$ cat src/crst_consts.vh
// Constants for the CPU register, status and trap unit.
`ifndef CRST_CONSTS_VH
`define CRST_CONSTS_VH
`define CRST_DW 16
`define CRST_MSB 15
`define CRST_GPR_NUM 8
`define CRST_SP_IDX 3'h6
`define CRST_PC_IDX 3'h7
`define CRST_WORD_STEP 16'h0002
`define CRST_PC_RST 16'h0000
`define CRST_SP_RST 16'h0000
`define CRST_PSW_RST 16'h0000
`define CRST_PSW_C 0
`define CRST_PSW_V 1
`define CRST_PSW_Z 2
`define CRST_PSW_N 3
`define CRST_PSW_T 4
`define CRST_PSW_PRI_LO 5
`define CRST_PSW_PRI_HI 7
`define CRST_PSW_T_MASK 16'h0010
`define CRST_PSW_LB_MASK 16'h00FF
`define CRST_PSW_ALL_MASK 16'hFFFF
`define CRST_VAR_SMALL 0
`define CRST_VAR_MID 1
`define CRST_VAR_EXT 2
`define CRST_FIXED_LEVEL 3'h4
`define CRST_BASE_AW 16
`define CRST_EXT_AW 22
`define CRST_IO_LOW 22'h001FFF
`define CRST_VEC_TOP 22'h0000FE
`define CRST_TVEC 22'h00000C
`define CRST_VEC_PSW_OFS 22'h000002
`define CRST_CYC_RD 4'h1
`define CRST_CYC_RMW 4'h2
`define CRST_CYC_RDBW 4'h4
`define CRST_CYC_WR 4'h8
`define CRST_OP_MOV 3'h0
`define CRST_OP_ADD 3'h1
`define CRST_OP_SUB 3'h2
`define CRST_OP_ASL 3'h3
`define CRST_OP_ASR 3'h4
`define CRST_OP_AND 3'h5
`define CRST_OP_OR 3'h6
`define CRST_PAW 8
`define CRST_A_PSW 8'h00
`define CRST_A_SP 8'h04
`define CRST_A_PC 8'h08
`define CRST_A_STAT 8'h0C
`define CRST_A_CTRL 8'h10
`define CRST_ST_ODD 1
`define CRST_CTRL_IEN 0
`endif

$ cat src/crst_gpr_mem.v
// Small register array holding the six plain general registers.
`timescale 1ns/100ps
module crst_gpr_mem #(
  parameter DW = 16,
  parameter DEPTH = 6,
  parameter AW = 3
) (
  input wire clk,
  input wire ce,
  input wire we,
  input wire [AW-1:0] waddr,
  input wire [DW-1:0] wdata,
  input wire [AW-1:0] raddr,
  output reg [DW-1:0] rdata
);
  reg [DW-1:0] mem [0:DEPTH-1];

  always @(posedge clk) begin
    if (ce) begin
      if (we && (waddr < DEPTH))
        mem[waddr] <= wdata;
      // Out-of-range index reads zero rather than garbage
      if (raddr < DEPTH)
        rdata <= mem[raddr];
      else
        rdata <= {DW{1'b0}};
    end
  end
endmodule

$ cat src/crst_core.v
// CPU register file, status word, bus cycle issue and trap sequencer.
`timescale 1ns/100ps
`include "crst_consts.vh"
module crst_core #(
  parameter VARIANT = 2,
  parameter ADDRW = 22
) (
  input wire clk,
  input wire reset,
  input wire ce,
  input wire [7:0] paddr,
  input wire psel,
  input wire penable,
  input wire pwrite,
  input wire [31:0] pwdata,
  output reg [31:0] prdata,
  output reg pready,
  output reg pslverr,
  input wire regWe,
  input wire [2:0] regIdx,
  input wire [15:0] regData,
  input wire [2:0] rdIdx,
  output reg [15:0] rdData,
  input wire aluGo,
  input wire [2:0] aluOp,
  input wire [15:0] aluA,
  input wire [15:0] aluB,
  input wire aluWr,
  input wire [2:0] aluDst,
  input wire fetchGo,
  output reg fetchDone,
  output reg [15:0] instrWord,
  input wire instrDone,
  input wire rtiGo,
  input wire reqGo,
  input wire [3:0] reqKind,
  input wire reqByte,
  input wire [ADDRW-1:0] reqAddr,
  input wire [15:0] reqData,
  output reg reqDone,
  output reg reqErr,
  output reg [15:0] reqRdata,
  input wire intReq,
  input wire [2:0] intPri,
  input wire [7:0] intVec,
  output reg intAck,
  output reg busStart,
  output reg [3:0] busKind,
  output reg busByte,
  output reg [ADDRW-1:0] busAddr,
  output reg [15:0] busWdata,
  output reg busPeriph,
  output reg busVector,
  input wire busDone,
  input wire [15:0] busRdata,
  output reg [15:0] processor_status_word,
  output reg [15:0] pc,
  output reg [15:0] sp,
  output wire unitIdle
);
  localparam S_IDLE = 8'h01;
  localparam S_PSHPS = 8'h02;
  localparam S_PSHPC = 8'h04;
  localparam S_VECPC = 8'h08;
  localparam S_VECPS = 8'h10;
  localparam S_POPPC = 8'h20;
  localparam S_POPPS = 8'h40;
  localparam S_USER = 8'h80;

  localparam [ADDRW-1:0] SPAN = (VARIANT == `CRST_VAR_EXT) ?
    {ADDRW{1'b1}} :
    {{(ADDRW-`CRST_BASE_AW){1'b0}}, {`CRST_BASE_AW{1'b1}}};
  localparam [ADDRW-1:0] IOLOW = `CRST_IO_LOW;
  localparam [ADDRW-1:0] VTOP = `CRST_VEC_TOP;
  localparam [15:0] PSW_KEEP = (VARIANT == `CRST_VAR_EXT) ?
    `CRST_PSW_ALL_MASK : `CRST_PSW_LB_MASK;

  reg [7:0] state;
  reg issued;
  reg tPend;
  reg iPend;
  reg [7:0] iVec;
  reg [ADDRW-1:0] vecBase;
  reg [ADDRW-1:0] uAddr;
  reg [3:0] uKind;
  reg uByte;
  reg [15:0] uData;
  reg uFetch;
  reg oddSticky;
  reg intEnable;
  reg [2:0] rdIdxQ;
  wire [15:0] memQ;

  function [ADDRW-1:0] ext16;
    input [15:0] v;
    begin
      ext16 = {{(ADDRW-`CRST_DW){1'b0}}, v};
    end
  endfunction

  assign unitIdle = state[0];

  // Interrupt recognition
  wire [2:0] curPri = processor_status_word[`CRST_PSW_PRI_HI:`CRST_PSW_PRI_LO];
  wire [2:0] reqLvl = (VARIANT == `CRST_VAR_SMALL) ?
    `CRST_FIXED_LEVEL : intPri;
  // Four levels means only the upper half of the code space is honoured
  wire lvlOk = (VARIANT == `CRST_VAR_SMALL) ||
    intPri[2];
  wire intWin = intEnable && intReq && lvlOk &&
    (reqLvl > curPri);

  // Arithmetic unit
  wire [16:0] sum = {1'b0, aluA} + {1'b0, aluB};
  wire [16:0] diff = {1'b0, aluA} - {1'b0, aluB};
  reg [15:0] aluRes;
  reg aluC;
  reg aluV;
  always @* begin
    aluRes = aluA;
    aluC = processor_status_word[`CRST_PSW_C];
    aluV = 1'b0;
    case (aluOp)
      `CRST_OP_ADD: begin
        aluRes = sum[15:0];
        aluC = sum[16];
        aluV = (aluA[`CRST_MSB] == aluB[`CRST_MSB]) &&
          (sum[`CRST_MSB] != aluA[`CRST_MSB]);
      end
      `CRST_OP_SUB: begin
        aluRes = diff[15:0];
        aluC = diff[16];
        aluV = (aluA[`CRST_MSB] != aluB[`CRST_MSB]) &&
          (diff[`CRST_MSB] != aluA[`CRST_MSB]);
      end
      `CRST_OP_ASL: begin
        aluRes = {aluA[14:0], 1'b0};
        aluC = aluA[`CRST_MSB];
        aluV = aluA[14] ^ aluA[`CRST_MSB];
      end
      `CRST_OP_ASR: begin
        aluRes = {aluA[`CRST_MSB], aluA[15:1]};
        aluC = aluA[0];
        aluV = aluA[`CRST_MSB] ^ aluA[0];
      end
      `CRST_OP_AND: aluRes = aluA & aluB;
      `CRST_OP_OR: aluRes = aluA | aluB;
      default: aluRes = aluA;
    endcase
  end

  // Plain registers live in the array; stack and counter are flops
  wire aluMemWr = aluGo && aluWr && (aluDst < `CRST_SP_IDX);
  wire regMemWr = regWe && (regIdx < `CRST_SP_IDX);
  crst_gpr_mem #(
    .DW(`CRST_DW),
    .DEPTH(`CRST_GPR_NUM - 2),
    .AW(3)
  ) u_gpr (
    .clk(clk),
    .ce(ce),
    .we(aluMemWr || regMemWr),
    .waddr(aluMemWr ? aluDst : regIdx),
    .wdata(aluMemWr ? aluRes : regData),
    .raddr(rdIdx),
    .rdata(memQ)
  );

  // Bus request for the current sequencer state
  wire [15:0] spDown = sp - `CRST_WORD_STEP;
  wire [15:0] spInc = sp + `CRST_WORD_STEP;
  reg [ADDRW-1:0] stAddr;
  reg [3:0] stKind;
  reg stByte;
  reg [15:0] stData;
  always @* begin
    stAddr = uAddr;
    stKind = uKind;
    stByte = uByte;
    stData = uData;
    case (state)
      S_PSHPS: begin
        stAddr = ext16(spDown);
        stKind = `CRST_CYC_WR;
        stByte = 1'b0;
        stData = processor_status_word;
      end
      S_PSHPC: begin
        stAddr = ext16(spDown);
        stKind = `CRST_CYC_WR;
        stByte = 1'b0;
        stData = pc;
      end
      S_VECPC: begin
        stAddr = vecBase;
        stKind = `CRST_CYC_RD;
        stByte = 1'b0;
      end
      S_VECPS: begin
        stAddr = vecBase + `CRST_VEC_PSW_OFS;
        stKind = `CRST_CYC_RD;
        stByte = 1'b0;
      end
      S_POPPC, S_POPPS: begin
        stAddr = ext16(sp);
        stKind = `CRST_CYC_RD;
        stByte = 1'b0;
      end
      default: stByte = uByte;
    endcase
  end
  wire [ADDRW-1:0] stEff = stAddr & SPAN;
  wire [15:0] stLane = !stByte ? stData :
    (stEff[0] ? {stData[7:0], 8'h00} : {8'h00, stData[7:0]});

  // Word requests at odd addresses are refused; fetch and stack cycles are not checked
  wire reqIsByte = (reqKind == `CRST_CYC_RDBW) ||
    ((reqKind == `CRST_CYC_WR) && reqByte);
  wire reqOdd = reqAddr[0] && !reqIsByte;

  // Register bus read mux
  wire apbHit = (paddr == `CRST_A_PSW) || (paddr == `CRST_A_SP) ||
    (paddr == `CRST_A_PC) || (paddr == `CRST_A_STAT) ||
    (paddr == `CRST_A_CTRL);
  reg [31:0] apbMux;
  always @* begin
    apbMux = 32'h00000000;
    case (paddr)
      `CRST_A_PSW: apbMux = {16'h0000, processor_status_word};
      `CRST_A_SP: apbMux = {16'h0000, sp};
      `CRST_A_PC: apbMux = {16'h0000, pc};
      `CRST_A_STAT: apbMux = {28'h0000000, iPend, tPend, oddSticky,
        ~state[0]};
      `CRST_A_CTRL: apbMux = {31'h00000000, intEnable};
      default: apbMux = 32'h00000000;
    endcase
  end
  wire apbWr = psel && penable && pready && pwrite && apbHit;

  always @(posedge clk) begin
    if (reset) begin
      rdIdxQ <= 3'h0;
      rdData <= 16'h0000;
    end else if (ce) begin
      rdIdxQ <= rdIdx;
      if (rdIdxQ == `CRST_SP_IDX)
        rdData <= sp;
      else if (rdIdxQ == `CRST_PC_IDX)
        rdData <= pc;
      else
        rdData <= memQ;
    end
  end

  always @(posedge clk) begin
    if (reset) begin
      state <= S_IDLE;
      issued <= 1'b0;
      tPend <= 1'b0;
      iPend <= 1'b0;
      iVec <= 8'h00;
      vecBase <= {ADDRW{1'b0}};
      uAddr <= {ADDRW{1'b0}};
      uKind <= `CRST_CYC_RD;
      uByte <= 1'b0;
      uData <= 16'h0000;
      uFetch <= 1'b0;
      oddSticky <= 1'b0;
      intEnable <= 1'b0;
      prdata <= 32'h00000000;
      pready <= 1'b0;
      pslverr <= 1'b0;
      fetchDone <= 1'b0;
      instrWord <= 16'h0000;
      reqDone <= 1'b0;
      reqErr <= 1'b0;
      reqRdata <= 16'h0000;
      intAck <= 1'b0;
      busStart <= 1'b0;
      busKind <= `CRST_CYC_RD;
      busByte <= 1'b0;
      busAddr <= {ADDRW{1'b0}};
      busWdata <= 16'h0000;
      busPeriph <= 1'b0;
      busVector <= 1'b0;
      processor_status_word <= `CRST_PSW_RST;
      pc <= `CRST_PC_RST;
      sp <= `CRST_SP_RST;
    end else if (ce) begin
      busStart <= 1'b0;
      fetchDone <= 1'b0;
      reqDone <= 1'b0;
      reqErr <= 1'b0;
      intAck <= 1'b0;
      // One wait state, then the write lands on the completing edge
      if (psel && penable && !pready) begin
        pready <= 1'b1;
        prdata <= apbMux;
        pslverr <= !apbHit;
      end else begin
        pready <= 1'b0;
        pslverr <= 1'b0;
      end
      if (apbWr && (paddr == `CRST_A_PSW))
        processor_status_word <= (pwdata[15:0] & PSW_KEEP & ~`CRST_PSW_T_MASK) |
          (processor_status_word & `CRST_PSW_T_MASK);
      if (apbWr && (paddr == `CRST_A_CTRL))
        intEnable <= pwdata[`CRST_CTRL_IEN];
      if (apbWr && (paddr == `CRST_A_STAT) && pwdata[`CRST_ST_ODD])
        oddSticky <= 1'b0;
      if (regWe && (regIdx == `CRST_SP_IDX))
        sp <= regData;
      if (regWe && (regIdx == `CRST_PC_IDX))
        pc <= regData;
      if (aluGo) begin
        processor_status_word[`CRST_PSW_C] <= aluC;
        processor_status_word[`CRST_PSW_V] <= aluV;
        processor_status_word[`CRST_PSW_Z] <= (aluRes == 16'h0000);
        processor_status_word[`CRST_PSW_N] <= aluRes[`CRST_MSB];
        if (aluWr && (aluDst == `CRST_SP_IDX))
          sp <= aluRes;
        if (aluWr && (aluDst == `CRST_PC_IDX))
          pc <= aluRes;
      end
      case (state)
        S_IDLE: begin
          if (tPend) begin
            tPend <= 1'b0;
            vecBase <= `CRST_TVEC;
            state <= S_PSHPS;
          end else if (iPend) begin
            iPend <= 1'b0;
            intAck <= 1'b1;
            // Even and never above the vector area
            vecBase <= ext16({8'h00, iVec[7:1], 1'b0});
            state <= S_PSHPS;
          end else if (rtiGo) begin
            state <= S_POPPC;
          end else if (reqGo) begin
            if (reqOdd) begin
              reqErr <= 1'b1;
              oddSticky <= 1'b1;
            end else begin
              uAddr <= reqAddr;
              uKind <= reqKind;
              uByte <= reqIsByte;
              uData <= reqData;
              uFetch <= 1'b0;
              state <= S_USER;
            end
          end else if (fetchGo) begin
            uAddr <= ext16(pc);
            uKind <= `CRST_CYC_RD;
            uByte <= 1'b0;
            uFetch <= 1'b1;
            state <= S_USER;
          end
        end
        S_PSHPS, S_PSHPC, S_VECPC, S_VECPS, S_POPPC, S_POPPS,
        S_USER: begin
          if (!issued) begin
            issued <= 1'b1;
            busStart <= 1'b1;
            busKind <= stKind;
            busByte <= stByte;
            busAddr <= stEff;
            busWdata <= stLane;
            busPeriph <= ((stEff | IOLOW) == SPAN);
            busVector <= (stEff <= VTOP);
            if ((state == S_PSHPS) || (state == S_PSHPC))
              sp <= spDown;
          end else if (busDone) begin
            issued <= 1'b0;
            case (state)
              S_PSHPS: state <= S_PSHPC;
              S_PSHPC: state <= S_VECPC;
              S_VECPC: begin
                pc <= busRdata;
                state <= S_VECPS;
              end
              S_VECPS: begin
                processor_status_word <= busRdata & PSW_KEEP;
                state <= S_IDLE;
              end
              S_POPPC: begin
                pc <= busRdata;
                sp <= spInc;
                state <= S_POPPS;
              end
              S_POPPS: begin
                processor_status_word <= busRdata & PSW_KEEP;
                sp <= spInc;
                state <= S_IDLE;
              end
              default: begin
                if (uFetch) begin
                  instrWord <= busRdata;
                  pc <= pc + `CRST_WORD_STEP;
                  fetchDone <= 1'b1;
                end else begin
                  reqRdata <= busRdata;
                  reqDone <= 1'b1;
                end
                state <= S_IDLE;
              end
            endcase
          end
        end
        default: state <= S_IDLE;
      endcase
      // Placed last so a new trace event beats the take in the same cycle; a new interrupt is not latched while iPend is set
      if (instrDone && processor_status_word[`CRST_PSW_T])
        tPend <= 1'b1;
      if (instrDone && intWin && !iPend) begin
        iPend <= 1'b1;
        iVec <= intVec;
      end
    end
  end
endmodule

$ cat config.mk
export PLATFORM = sky130hd
export DESIGN_NAME = crst_core
export DESIGN_NICKNAME = d
export VERILOG_FILES = /design/src/crst_gpr_mem.v /design/src/crst_core.v
export VERILOG_INCLUDE_DIRS = /design/src
export SDC_FILE = /design/constraint.sdc
export NUM_CORES = 1
export LEC_CHECK = 0
export BUFFER_PORTS_ARGS = -buffer_cell sky130_fd_sc_hd__buf_2
export CAP_MARGIN = 20
export CORE_MARGIN = 8
export CORE_UTILIZATION = 45
export CTS_CLUSTER_DIAMETER = 120
export DETAILED_ROUTE_END_ITERATION = 8
export GPL_TIMING_DRIVEN = 1
export PLACE_DENSITY = 0.7
export SLEW_MARGIN = 20
export SYNTH_ARGS = -nofsm -noshare
export SYNTH_HDL_FRONTEND = slang
export SYNTH_HIERARCHICAL = 1
export SYNTH_SLANG_ARGS = --single-unit
$ cat constraint.sdc
create_clock -name clk -period 8.9 [get_ports clk]
set_input_delay 1.335 -clock clk [delete_from_list [all_inputs] [get_ports clk]]
set_output_delay 1.335 -clock clk [all_outputs]
set_load 0.01 [all_outputs]
**Yosys cells after proc, flatten, opt, wreduce, memory -nomap -nowiden**

Memory sizes are Yosys's and may differ from the RTL's. A register that Yosys moved wholly into a read port is not among the register bits.
Cells that the tools add are included.

- Memories kept: 1
- RAM bits: 96
- Output and inout bits: 181
- Logic and storage cells: 263
- Bits of input ports: 185
- Flip-flop bits (word level): 270

Memories:

| name | depth | bits a word | read ports | clocked after Yosys merged registers in | write ports | RTL line | RTL |
|---|---|---|---|---|---|---|---|
| u_gpr.mem | 6 | 16 | 1 | 1 | 1 | crst_gpr_mem.v:16 | `reg [DW-1:0] mem [0:DEPTH-1];` |

- Reduce and logical (&&, ||, !) cells: 66
- Eq/ne operators: 37
- $add $sub $neg: 6
- Order comparisons: 6
- Mux-type cells: 100
- Bitwise operators: 13

Operators by type and width:

| kind | count |
|---|---|
| $mux W16 | 25 |
| $mux W22 | 5 |
| $pmux W16 S6 | 1 |
| $pmux W22 S4 | 1 |
| $pmux W16 S5 | 1 |
| $mux W8 | 8 |
| $pmux W16 S2 | 2 |
| $mux W1 | 47 |
| $add A16 B2 Y16 const B | 2 |
| $pmux W7 S4 | 1 |
| $eq A3 B3 Y1 const B | 9 |
| $logic_and A1 B1 Y1 | 27 |
| $eq A8 B4 Y1 const B | 3 |
| $add A22 B2 Y22 const B | 1 |
| $le A22 B8 Y1 const B | 1 |
| $add A16 B16 Y17 | 1 |
| $sub A16 B16 Y17 | 1 |
| $and A16 B16 Y16 | 1 |
| $eq A8 B3 Y1 const B | 2 |
| $eq A8 B5 Y1 const B | 2 |
| $logic_not A16 Y1 | 1 |
| $mux W4 | 4 |
| $or A16 B16 Y16 | 1 |
| $or A16 B5 Y16 | 1 |
| other kinds (37) | 80 |

**Depth between registers and ports, before layout**

Gate-level depths: netlist (run 1).

- Word-level depth: 15
- Mapped depth: 13

**Modules after synthesis**

The synthesis (run 1) kept the hierarchy.

Modules (own cells, without submodules):

| module | cells each | seq. area each (um^2) | times used | area each (um^2) |
|---|---|---|---|---|
| crst_core | 2193 | 4764.6 | 1 | 16146.7 |
| crst_gpr_mem | 217 | 3363.2 | 1 | 4262.8 |

**Worst setup path before layout (run 1)**

OpenSTA, ideal clock, no wires.

- Kind: in2reg
- Start: input aluA[0]
- End: register processor_status_word[2]
- Library setup time: 0.096 ns
- Cell stages on the path: 13
- Buffers on the path: 0
- Arrival: 4.543 ns
- Data required time: 8.804 ns
- Path slack: 4.261 ns
- Path through: inv_1 ha_1 inv_1 fa_1 nor2b_1 o311a_1 o21ai_1 a21oi_1 o221a_2 or4_1 or4b_1 or4b_1 o41ai_2

- Word-level cells in the longest chain between the ends: 8
- Elaborated cells between the ends (all ways): 11

RTL lines:

| item | RTL line | RTL |
|---|---|---|
| from (decl) | crst_core.v:26 | `input wire [15:0] aluA,` |
| $sub A16 B16 Y17 (tied with other cells) | crst_core.v:115 | `wire [16:0] diff = {1'b0, aluA} - {1'b0, aluB};` |
| $pmux W16 S6 * | crst_core.v:123 | `case (aluOp)` |
| $logic_not A16 Y1 * | crst_core.v:318 | `` processor_status_word[`CRST_PSW_Z] <= (aluRes == 16'h0000); `` |
| $mux W4 * | crst_core.v:315 | `if (aluGo) begin` |
| $mux W16 | crst_core.v:374 | `case (state)` |
| $mux W16 | crst_core.v:372 | `end else if (busDone) begin` |
| $mux W16 | crst_core.v:361 | `if (!issued) begin` |
| $mux W16 * | crst_core.v:325 | `case (state)` |
| to (signal, indexed assignment) | crst_core.v:319 | `` processor_status_word[`CRST_PSW_N] <= aluRes[`CRST_MSB]; `` |
| to (signal assigned) | crst_core.v:382 | `processor_status_word <= busRdata & PSW_KEEP;` |
| to (signal assigned) | crst_core.v:391 | `processor_status_word <= busRdata & PSW_KEEP;` |
| to (decl) | crst_core.v:56 | `output reg [15:0] processor_status_word,` |

Every way passes the cells marked *; elsewhere a longest branch is shown, timed or not.
A chain may end at the register's enable or synchronous reset.

**Final worst setup path (run 1)**

Same ends and word-level chain as after synthesis.

==> impl_metrics.toml, run 1 <==
[global_routing]
grt.overflow.total = 0
grt_start_max_net_pins = 87
use_met1_pct = 36.0
grt_antenna_before_repair = 6
grt_util_met2_pct = 45.0
global_route.peak_usage_layer = "met2"
grt_pass1_vias = 19100
grt_util_met3_pct = 6.85
global_route_wire_length_before_repair_um = 117000
grt_use_total_pct = 28.2

[clock_tree]
cts_max_path_buffers = 3
insertion_delay_ns = 0.56
cts_resized = 0
clock-sinks = 350
cts_buffers = 39
tritoncts = "done"
clk_root_buffer_cell = "sky130_fd_sc_hd__clkbuf_16"
htreeDepth = 2
postCtsSetupRepairBufs = 0
clk_pin_slew_ns = 0.06
cts_hold_buf = 0

[placement]
number_of_port_buffers = 331
dp_hpwl_um = 56300
placed_cell_area_um2 = 22100
place.gp.congestion = 0.947

[routing]
ant_nets = 0
routed_wl_um = 78000
via_per_inst = 6.20
dr.pass1.iters = 6
drc = 0
detailedRoute.firstIterationViolations = 2748
dr_total_vias = 20100
wl_per_cell_um = 24.1

[run]
drv.max_cap_violation_count = 0

[critical_path]
timing.rr.end = "reqRdata[11]"
crit-reg2reg-launch = "state[1]"
worst-r2r-cell-count = 9
cp-end-kind = "flop"
start_kind = "input port"
reg2reg_setup_slack_ns = 4.79
critical_path_arrival_ns = 5.23
cp.required_ns = 9.36
timing.setup.critical_path_class = "in -> reg"
worstPathMaxFanout = 5

[sta]
clock_skew_ns = 0.0254
setup_viol = 0
relSlewSlack_pct = 22.1
drv_slew = 0
finalCritPeriodShare_pct = 53.6
setup_repair_after_global_routing_missed_its_margin = "false"
setup-tns-final_ns = 0
actual_slew_at_the_worst_max_slew_pin_ns = 1.17
finalCriticalPeriod_ns = 4.77
timing.fmax_ghz = 0.210
final_hold_vio_count = 0

[logic_synthesis]
postSynthAreaPerCell_um2 = 8.47
ys_seq_area_share_pct = 39.8
yosys_warnings = 6
synth_cell_type_count = 85
synth_area_um2 = 20400
gate_count_after_technology_mapping = 2410
synth-async-reset-ratio_pct = 0
synth_top_flop_cell = "sky130_fd_sc_hd__dfxtp_1"
number_of_flip_flops_and_latches_in_the_synthesized_netlist = 350
synth-edff-count = 112

[floorplan]
die_w_um = 229
initial_core_util_pct = 45.3
core_region_area_um2 = 45100
std_cell_rows = 78
die-area_um2 = 52400
ios = 366
die_height_um = 229

[layout]
post-route-util_pct = 52.0
layout-drive-gt1-share_pct = 17.7
finish.instance_area_um2 = 23500
design.final.nets = 2848
synthToLayoutAreaGrowth_pct = 15.0

[min_path]
min_from = "busAddr[18]"
holdPathEnd = "busAddr[18]"
hold_class = "reg -> reg"
hold_path_depth = 2

[pwr]
standby_leakage_power_nw = 9.50
power_dens_cells_nw_per_um2 = 173
peakVddDrop_uv = 116

[run_status]
run_status = "completed"
-- flip-flops by register name, indices dropped and copies added (netlist names), 16 cells and up --
register and cells:
u_gpr/mem 96, busAddr 22, uAddr 22, busWdata 16
instrWord 16, pc 16, prdata 16, processor_status_word 16
rdData 16, reqRdata 16, sp 16, uData 16
u_gpr/rdata 16
-- per-layer routing --
| metal | share of wire, % | wire length [um] |
|---|---|---|
| met5 | 0.017 | 13 |
| met4 | 4.3 | 3350 |
| met3 | 10 | 7880 |
| met2 | 46 | 35900 |
| met1 | 40 | 30900 |
-- logic make-up after synthesis --
family / Yosys count / synth area share (%)
DFF: 350 / 39.8
muxes: 176 / 8.98
other: 1 / 0.0184
AOI/OAI and AO/OA: 699 / 22.0
buffers and inverters: 292 / 6.17
and+or+nand+nor: 799 / 17.9
xor gates and xnor gates: 33 / 1.42
adders and majority gates: 60 / 3.75
-- cell usage in the layout (no fill, tap or decap), types with 8 or more instances in the layout --
cell type / Yosys / layout
sky130_fd_sc_hd__buf_2: 8 / 329
sky130_fd_sc_hd__nand2_1: 262 / 262
sky130_fd_sc_hd__nor2_1: 252 / 249
sky130_fd_sc_hd__dfxtp_1: 238 / 238
sky130_fd_sc_hd__a21oi_1: 223 / 223
sky130_fd_sc_hd__mux2i_1: 155 / 155
sky130_fd_sc_hd__o21ai_0: 136 / 136
sky130_fd_sc_hd__edfxtp_1: 112 / 112
sky130_fd_sc_hd__inv_1: 76 / 76
sky130_fd_sc_hd__nand3_1: 73 / 72
sky130_fd_sc_hd__ha_1: 58 / 58
sky130_fd_sc_hd__nor3_1: 54 / 48
sky130_fd_sc_hd__a211oi_1: 48 / 48
sky130_fd_sc_hd__o211ai_1: 48 / 48
sky130_fd_sc_hd__o22ai_1: 44 / 44
sky130_fd_sc_hd__o221ai_1: 41 / 41
sky130_fd_sc_hd__clkbuf_16: 0 / 39
sky130_fd_sc_hd__or3_1: 31 / 31
sky130_fd_sc_hd__and3_1: 27 / 27
sky130_fd_sc_hd__a22oi_1: 25 / 25
sky130_fd_sc_hd__buf_4: 17 / 22
sky130_fd_sc_hd__xnor2_1: 20 / 20
sky130_fd_sc_hd__a221oi_1: 19 / 19
sky130_fd_sc_hd__a31oi_1: 17 / 17
sky130_fd_sc_hd__mux2_2: 17 / 17
sky130_fd_sc_hd__nor4_1: 17 / 16
sky130_fd_sc_hd__conb_1: 1 / 16
sky130_fd_sc_hd__clkbuf_1: 164 / 14
sky130_fd_sc_hd__nand2b_1: 13 / 13
sky130_fd_sc_hd__xor2_1: 13 / 13
sky130_fd_sc_hd__and2_1: 14 / 12
sky130_fd_sc_hd__nand4_1: 10 / 10
sky130_fd_sc_hd__o31ai_1: 9 / 9
sky130_fd_sc_hd__a311oi_1: 10 / 9
sky130_fd_sc_hd__a21o_1: 8 / 8
-- worst max-delay path, stage by stage --
cell                       delay [ns]
sky130_fd_sc_hd__buf_2           0.15
sky130_fd_sc_hd__inv_1           0.14
sky130_fd_sc_hd__ha_1            0.20
sky130_fd_sc_hd__inv_1           0.06
sky130_fd_sc_hd__fa_1            0.39
sky130_fd_sc_hd__nor2b_1         0.18
sky130_fd_sc_hd__o31ai_1         0.31
sky130_fd_sc_hd__o22ai_1         0.11
sky130_fd_sc_hd__o21ai_0         0.23
sky130_fd_sc_hd__o211ai_1        0.35
sky130_fd_sc_hd__or4_1           0.59
sky130_fd_sc_hd__or4b_1          0.47
sky130_fd_sc_hd__or4b_1          0.53
sky130_fd_sc_hd__o41ai_2         0.19
-- report_power, final --
part	internal [W]	switching (W)	total (W)
combinational	0.000215	0.000409	0.000624
sequential	0.00170	0.0000717	0.00177
clock	0.000992	0.000664	0.00166
total	0.00291	0.00114	0.00405
-- worst max-delay path by stage --
stage            start                       end  slack, ns  cells after the start
6_report       aluA[0]  processor_status_word[2]       4.13                     14
5_1_grt        aluA[0]  processor_status_word[2]       4.01                     14
4_1_cts        aluA[0]  processor_status_word[2]       4.17                     14
3_5_place_dp   aluA[0]  processor_status_word[2]       3.58                     14
3_3_place_gp   aluA[0]  processor_status_word[2]       3.61                     14
2_1_floorplan  aluA[0]  processor_status_word[2]       4.26                     13
-- synthesized netlist by cell type (5+ instances only) --
master	number	share of area, %
sky130_fd_sc_hd__a22oi_1	25	0.92
sky130_fd_sc_hd__o211ai_1	48	1.8
sky130_fd_sc_hd__o22ai_1	44	1.3
sky130_fd_sc_hd__buf_4	17	0.63
sky130_fd_sc_hd__buf_2	8	0.20
sky130_fd_sc_hd__buf_1	16	0.29
sky130_fd_sc_hd__mux2i_1	155	7.6
sky130_fd_sc_hd__a211oi_1	48	1.8
sky130_fd_sc_hd__o32a_1	6	0.29
sky130_fd_sc_hd__o21ai_0	136	3.3
sky130_fd_sc_hd__edfxtp_1	112	16
sky130_fd_sc_hd__inv_1	76	1.4
sky130_fd_sc_hd__ha_1	58	3.6
sky130_fd_sc_hd__o31ai_1	9	0.33
sky130_fd_sc_hd__or3_1	31	0.95
sky130_fd_sc_hd__a211o_1	5	0.21
sky130_fd_sc_hd__o221ai_1	41	1.8
sky130_fd_sc_hd__a21o_1	8	0.29
sky130_fd_sc_hd__and3_1	27	0.83
sky130_fd_sc_hd__a221oi_1	19	0.82
sky130_fd_sc_hd__nor3_1	54	1.3
sky130_fd_sc_hd__mux2_2	17	0.94
sky130_fd_sc_hd__a21oi_1	223	5.5
sky130_fd_sc_hd__nor4_1	17	0.52
sky130_fd_sc_hd__and2_1	14	0.43
sky130_fd_sc_hd__o311ai_0	6	0.26
sky130_fd_sc_hd__xor2_1	13	0.56
sky130_fd_sc_hd__nand2b_1	13	0.40
sky130_fd_sc_hd__nand4_1	10	0.31
sky130_fd_sc_hd__a31oi_1	17	0.52
sky130_fd_sc_hd__a221o_1	5	0.25
sky130_fd_sc_hd__o221a_2	6	0.33
sky130_fd_sc_hd__a311oi_1	10	0.43
sky130_fd_sc_hd__nor2_1	252	4.6
sky130_fd_sc_hd__buf_6	5	0.28
sky130_fd_sc_hd__nand3_1	73	1.8
sky130_fd_sc_hd__nor2b_1	5	0.15
sky130_fd_sc_hd__xnor2_1	20	0.86
sky130_fd_sc_hd__or4_1	6	0.22
sky130_fd_sc_hd__clkbuf_1	164	3.0
sky130_fd_sc_hd__dfxtp_1	238	23
sky130_fd_sc_hd__nor3b_1	5	0.18
sky130_fd_sc_hd__nand2_1	262	4.8
-- per-stage QoR --
stage | instances | total power (W) | hold WS (ns) | setup slack (ns)
after floorplan | 2425 | 0.00217 | 0.445 | 4.26
after CTS | 3233 | 0.00406 | 0.449 | 4.17
after detailed placement | 3161 | 0.00241 | 0.442 | 3.58
final | 3240 | 0.00405 | 0.447 | 4.13
after global routing | 3239 | 0.00419 | 0.465 | 4.01
after global placement | 3161 | 0.00240 | 0.435 | 3.61
-- area by class of cell --
| class | instances | area, um^2 |
|---|---|---|
| Tap cell | 600 | 751 |
| Fill cell | 4261 | 21600 |
| Clock buffer | 57 | 1080 |
| Multi-Input combinational cell | 1783 | 11200 |
| Clock inverter | 15 | 220 |
| Timing Repair Buffer | 352 | 1820 |
| Antenna cell | 6 | 15.0 |
| Inverter | 77 | 289 |
| Sequential cell | 350 | 8130 |
Note: power is estimated with default switching activity, not from simulation.
==> run 2, diff against run 1 <==
- ABC_AREA: not set -> 1
- clock period: 8.9 -> 4.46 ns (I/O delays scaled with it)
==> run 2 against run 1 <==
Against the previous run: sequential share of layout area shrank 0.20 points; critical endpoint is now pc[1]; utilization grew 1.2 points; combinational power grew 130%; non-clock buffer count grew 15; critical path depth grew 3; total power grew 110%; clock power grew 110%; die area shrank 0.82%; final cell count grew 13%; worst hold slack lost 0.099 ns.
==> impl_metrics.toml, run 2 <==
[sta]
finalCriticalPeriod_ns = 3.39
actual_slew_at_the_worst_max_slew_pin_ns = 1.05
timing.fmax_ghz = 0.295
setup_viol = 0
setup-tns-final_ns = 0
final_hold_vio_count = 0
setup_repair_after_global_routing_missed_its_margin = "false"
finalCritPeriodShare_pct = 76.1
clock_skew_ns = 0.0105
relSlewSlack_pct = 29.6
drv_slew = 0

[critical_path]
cp.required_ns = 4.90
worstPathMaxFanout = 23
start_kind = "flop"
critical_path_arrival_ns = 3.84
cp-end-kind = "flop"
crit_top_cell = "sky130_fd_sc_hd__nand2_1"
timing.critical_path.cells = "nor2_1, nand2_2, inv_2, nand3_2, nand2_1, buf_4, nor2_2, nand2_4, inv_2, nand2_1, nand2_1, nor2_1, inv_1, a21oi_1, o221ai_1, nand2_1, inv_1"
cpMaxStageDelayCell = "sky130_fd_sc_hd__dfxtp_1"
timing.critical_path.slowest_cell_delay_ns = 0.35
cp.buffers_inverters = 5
cp_top_family = "simple AND/OR/NAND/NOR gates"
timing.setup.critical_path_class = "reg -> reg"

[clock_tree]
cts_buffers = 40
clk_root_buffer_cell = "sky130_fd_sc_hd__clkbuf_16"
postCtsSetupRepairBufs = 0
cts_hold_buf = 0
cts_max_path_buffers = 3
cts_resized = 0
clock-sinks = 350
htreeDepth = 2
clk_pin_slew_ns = 0.06
insertion_delay_ns = 0.55
tritoncts = "done"

[floorplan]
std_cell_rows = 77
initial_core_util_pct = 45.6
ios = 366
die-area_um2 = 52000
die_height_um = 228
die_w_um = 228
core_region_area_um2 = 44300

[run_status]
run_status = "completed"

[routing]
ant_nets = 0
detailedRoute.firstIterationViolations = 2411
dr_total_vias = 21200
routed_wl_um = 80500
route.met2.wl_um = 36000
via_per_inst = 5.79
dr.pass1.iters = 6
met1Wirelength_um = 32100
wl_per_cell_um = 21.9
wl_met3_um = 8180
drc = 0
highest-signal-layer = "met5"

[logic_synthesis]
synth_top_area_cell = "sky130_fd_sc_hd__dfxtp_1"
synth_cell_type_count = 64
number_of_flip_flops_and_latches_in_the_synthesized_netlist = 350
synth-edff-count = 112
postSynthAreaPerCell_um2 = 7.31
netlist.area_leader.share_pct = 23.6
ys_seq_area_share_pct = 40.2
synth_area_um2 = 20200
synth_top_flop_cell = "sky130_fd_sc_hd__dfxtp_1"
synth.area.top_cells = "sky130_fd_sc_hd__dfxtp_1, sky130_fd_sc_hd__edfxtp_1, sky130_fd_sc_hd__nand2_1"
yosys.cell_count.top_type = "sky130_fd_sc_hd__nand2_1"
yosys_warnings = 6
gate_count_after_technology_mapping = 2769
synth-async-reset-ratio_pct = 0
synth_common_cells = "sky130_fd_sc_hd__nand2_1, sky130_fd_sc_hd__nor2_1, sky130_fd_sc_hd__inv_1"

[global_routing]
global_route_wire_length_before_repair_um = 121000
grt_pass1_vias = 20300
grt.overflow.total = 0
grt_antenna_before_repair = 9
grt_start_max_net_pins = 118
grt_use_total_pct = 29.3

[layout]
design.final.nets = 3284
synthToLayoutAreaGrowth_pct = 16.7
top_regs = "u_gpr/mem: 96 flops, busAddr: 22 flops, uAddr: 22 flops"
finish.instance_area_um2 = 23600
most_flops_register = "u_gpr/mem"
mostFrequentLayoutCell = "sky130_fd_sc_hd__nand2_1"
layout-drive-gt1-share_pct = 16.2
most_frequent_cells_in_the_layout = "sky130_fd_sc_hd__nand2_1, sky130_fd_sc_hd__nor2_1, sky130_fd_sc_hd__buf_2"
largest_reg_flops = 96

[pwr]
peakVddDrop_uv = 252
standby_leakage_power_nw = 10.2
power_dens_cells_nw_per_um2 = 358

[placement]
placed_cell_area_um2 = 22200
number_of_port_buffers = 331
dp_hpwl_um = 60700
place.gp.congestion = 0.988

[run]
drv.max_cap_violation_count = 0

[min_path]
hold_class = "in -> reg"
## run 2: changes by cell type after synthesis, sizes merged, moves of 20 or more
| cell | previous run | this run |
|---|---|---|
| nand2 | 262 | 521 |
| inv | 76 | 271 |
| mux2i | 155 | 15 |
| nor2 | 252 | 391 |
| o21ai | 138 | 276 |
| clkbuf | 166 | 89 |
| nand3 | 73 | 140 |
| or3 | 31 | 0 |
| nand4 | 10 | 39 |
| and3 | 27 | 0 |
| a21oi | 223 | 243 |
## run 2: final timing paths
path	depth (start not counted)	startpoint	endpoint	slack, ns
max	17	state[4]	pc[1]	1.07
min	3	reqData[3]	uData[3]	0.35
max reg2reg	17	state[4]	pc[1]	1.07
min reg2reg	2	busWdata[2]	busWdata[2]	0.46
## run 2: layer usage
metal  global-route usage (%)  up-vias
met5                        0        -
met4                     14.5        6
met3                     8.15      260
met2                     45.8     1124
met1                     36.9     9893
li1                         -     9958
## run 2: worst register-to-register path, cell delays in order, from the launching register on
cell	delay, ns
sky130_fd_sc_hd__dfxtp_1	0.35
sky130_fd_sc_hd__nor2_1	0.22
sky130_fd_sc_hd__nand2_2	0.11
sky130_fd_sc_hd__inv_2	0.10
sky130_fd_sc_hd__nand3_2	0.33
sky130_fd_sc_hd__nand2_1	0.19
sky130_fd_sc_hd__buf_4	0.27
sky130_fd_sc_hd__nor2_2	0.10
sky130_fd_sc_hd__nand2_4	0.25
sky130_fd_sc_hd__inv_2	0.23
sky130_fd_sc_hd__nand2_1	0.18
sky130_fd_sc_hd__nand2_1	0.07
sky130_fd_sc_hd__nor2_1	0.24
sky130_fd_sc_hd__inv_1	0.19
sky130_fd_sc_hd__a21oi_1	0.21
sky130_fd_sc_hd__o221ai_1	0.15
sky130_fd_sc_hd__nand2_1	0.08
sky130_fd_sc_hd__inv_1	0.04
## run 2: final cells by class
| class | count | area (um^2) |
|---|---|---|
| fillers | 4318 | 20700 |
| clock buffers | 59 | 1130 |
| multi-input cells | 2003 | 10400 |
| clock inverters | 12 | 243 |
| diodes | 8 | 20.0 |
| flip-flops and latches | 350 | 8130 |
| repair buffers | 367 | 1940 |
| inverters | 277 | 1040 |
| well taps | 592 | 741 |
## run 2: stage by stage
step                instances  total power, W  hold slack [ns]  setup WS [ns]  utilization (%)
floorplan                2784         0.00442            0.430           1.56                -
detailed placement       3589         0.00498            0.453          0.869             50.1
global placement         3589         0.00495            0.445          0.945             50.1
global route             3663         0.00874            0.352          0.766             53.2
CTS                      3660         0.00843            0.336           1.12             53.2
finish                   3668         0.00844            0.347           1.07             53.3
## run 2: kinds of logic after synthesis
family,synth area share [%]
adders and majority gates,3.79
muxes,0.742
DFF,40.2
other,0.0185
xor gates and xnor gates,0.779
AOI/OAI and AO/OA,21.4
and+or+nand+nor,24.1
buffers and inverters,8.97
## run 2: power by group
part,switching [W],internal [W],leakage (nW)
sequential,0.000106,0.00342,2.94
combinational,0.00101,0.000421,6.56
clock,0.00133,0.00216,0.658
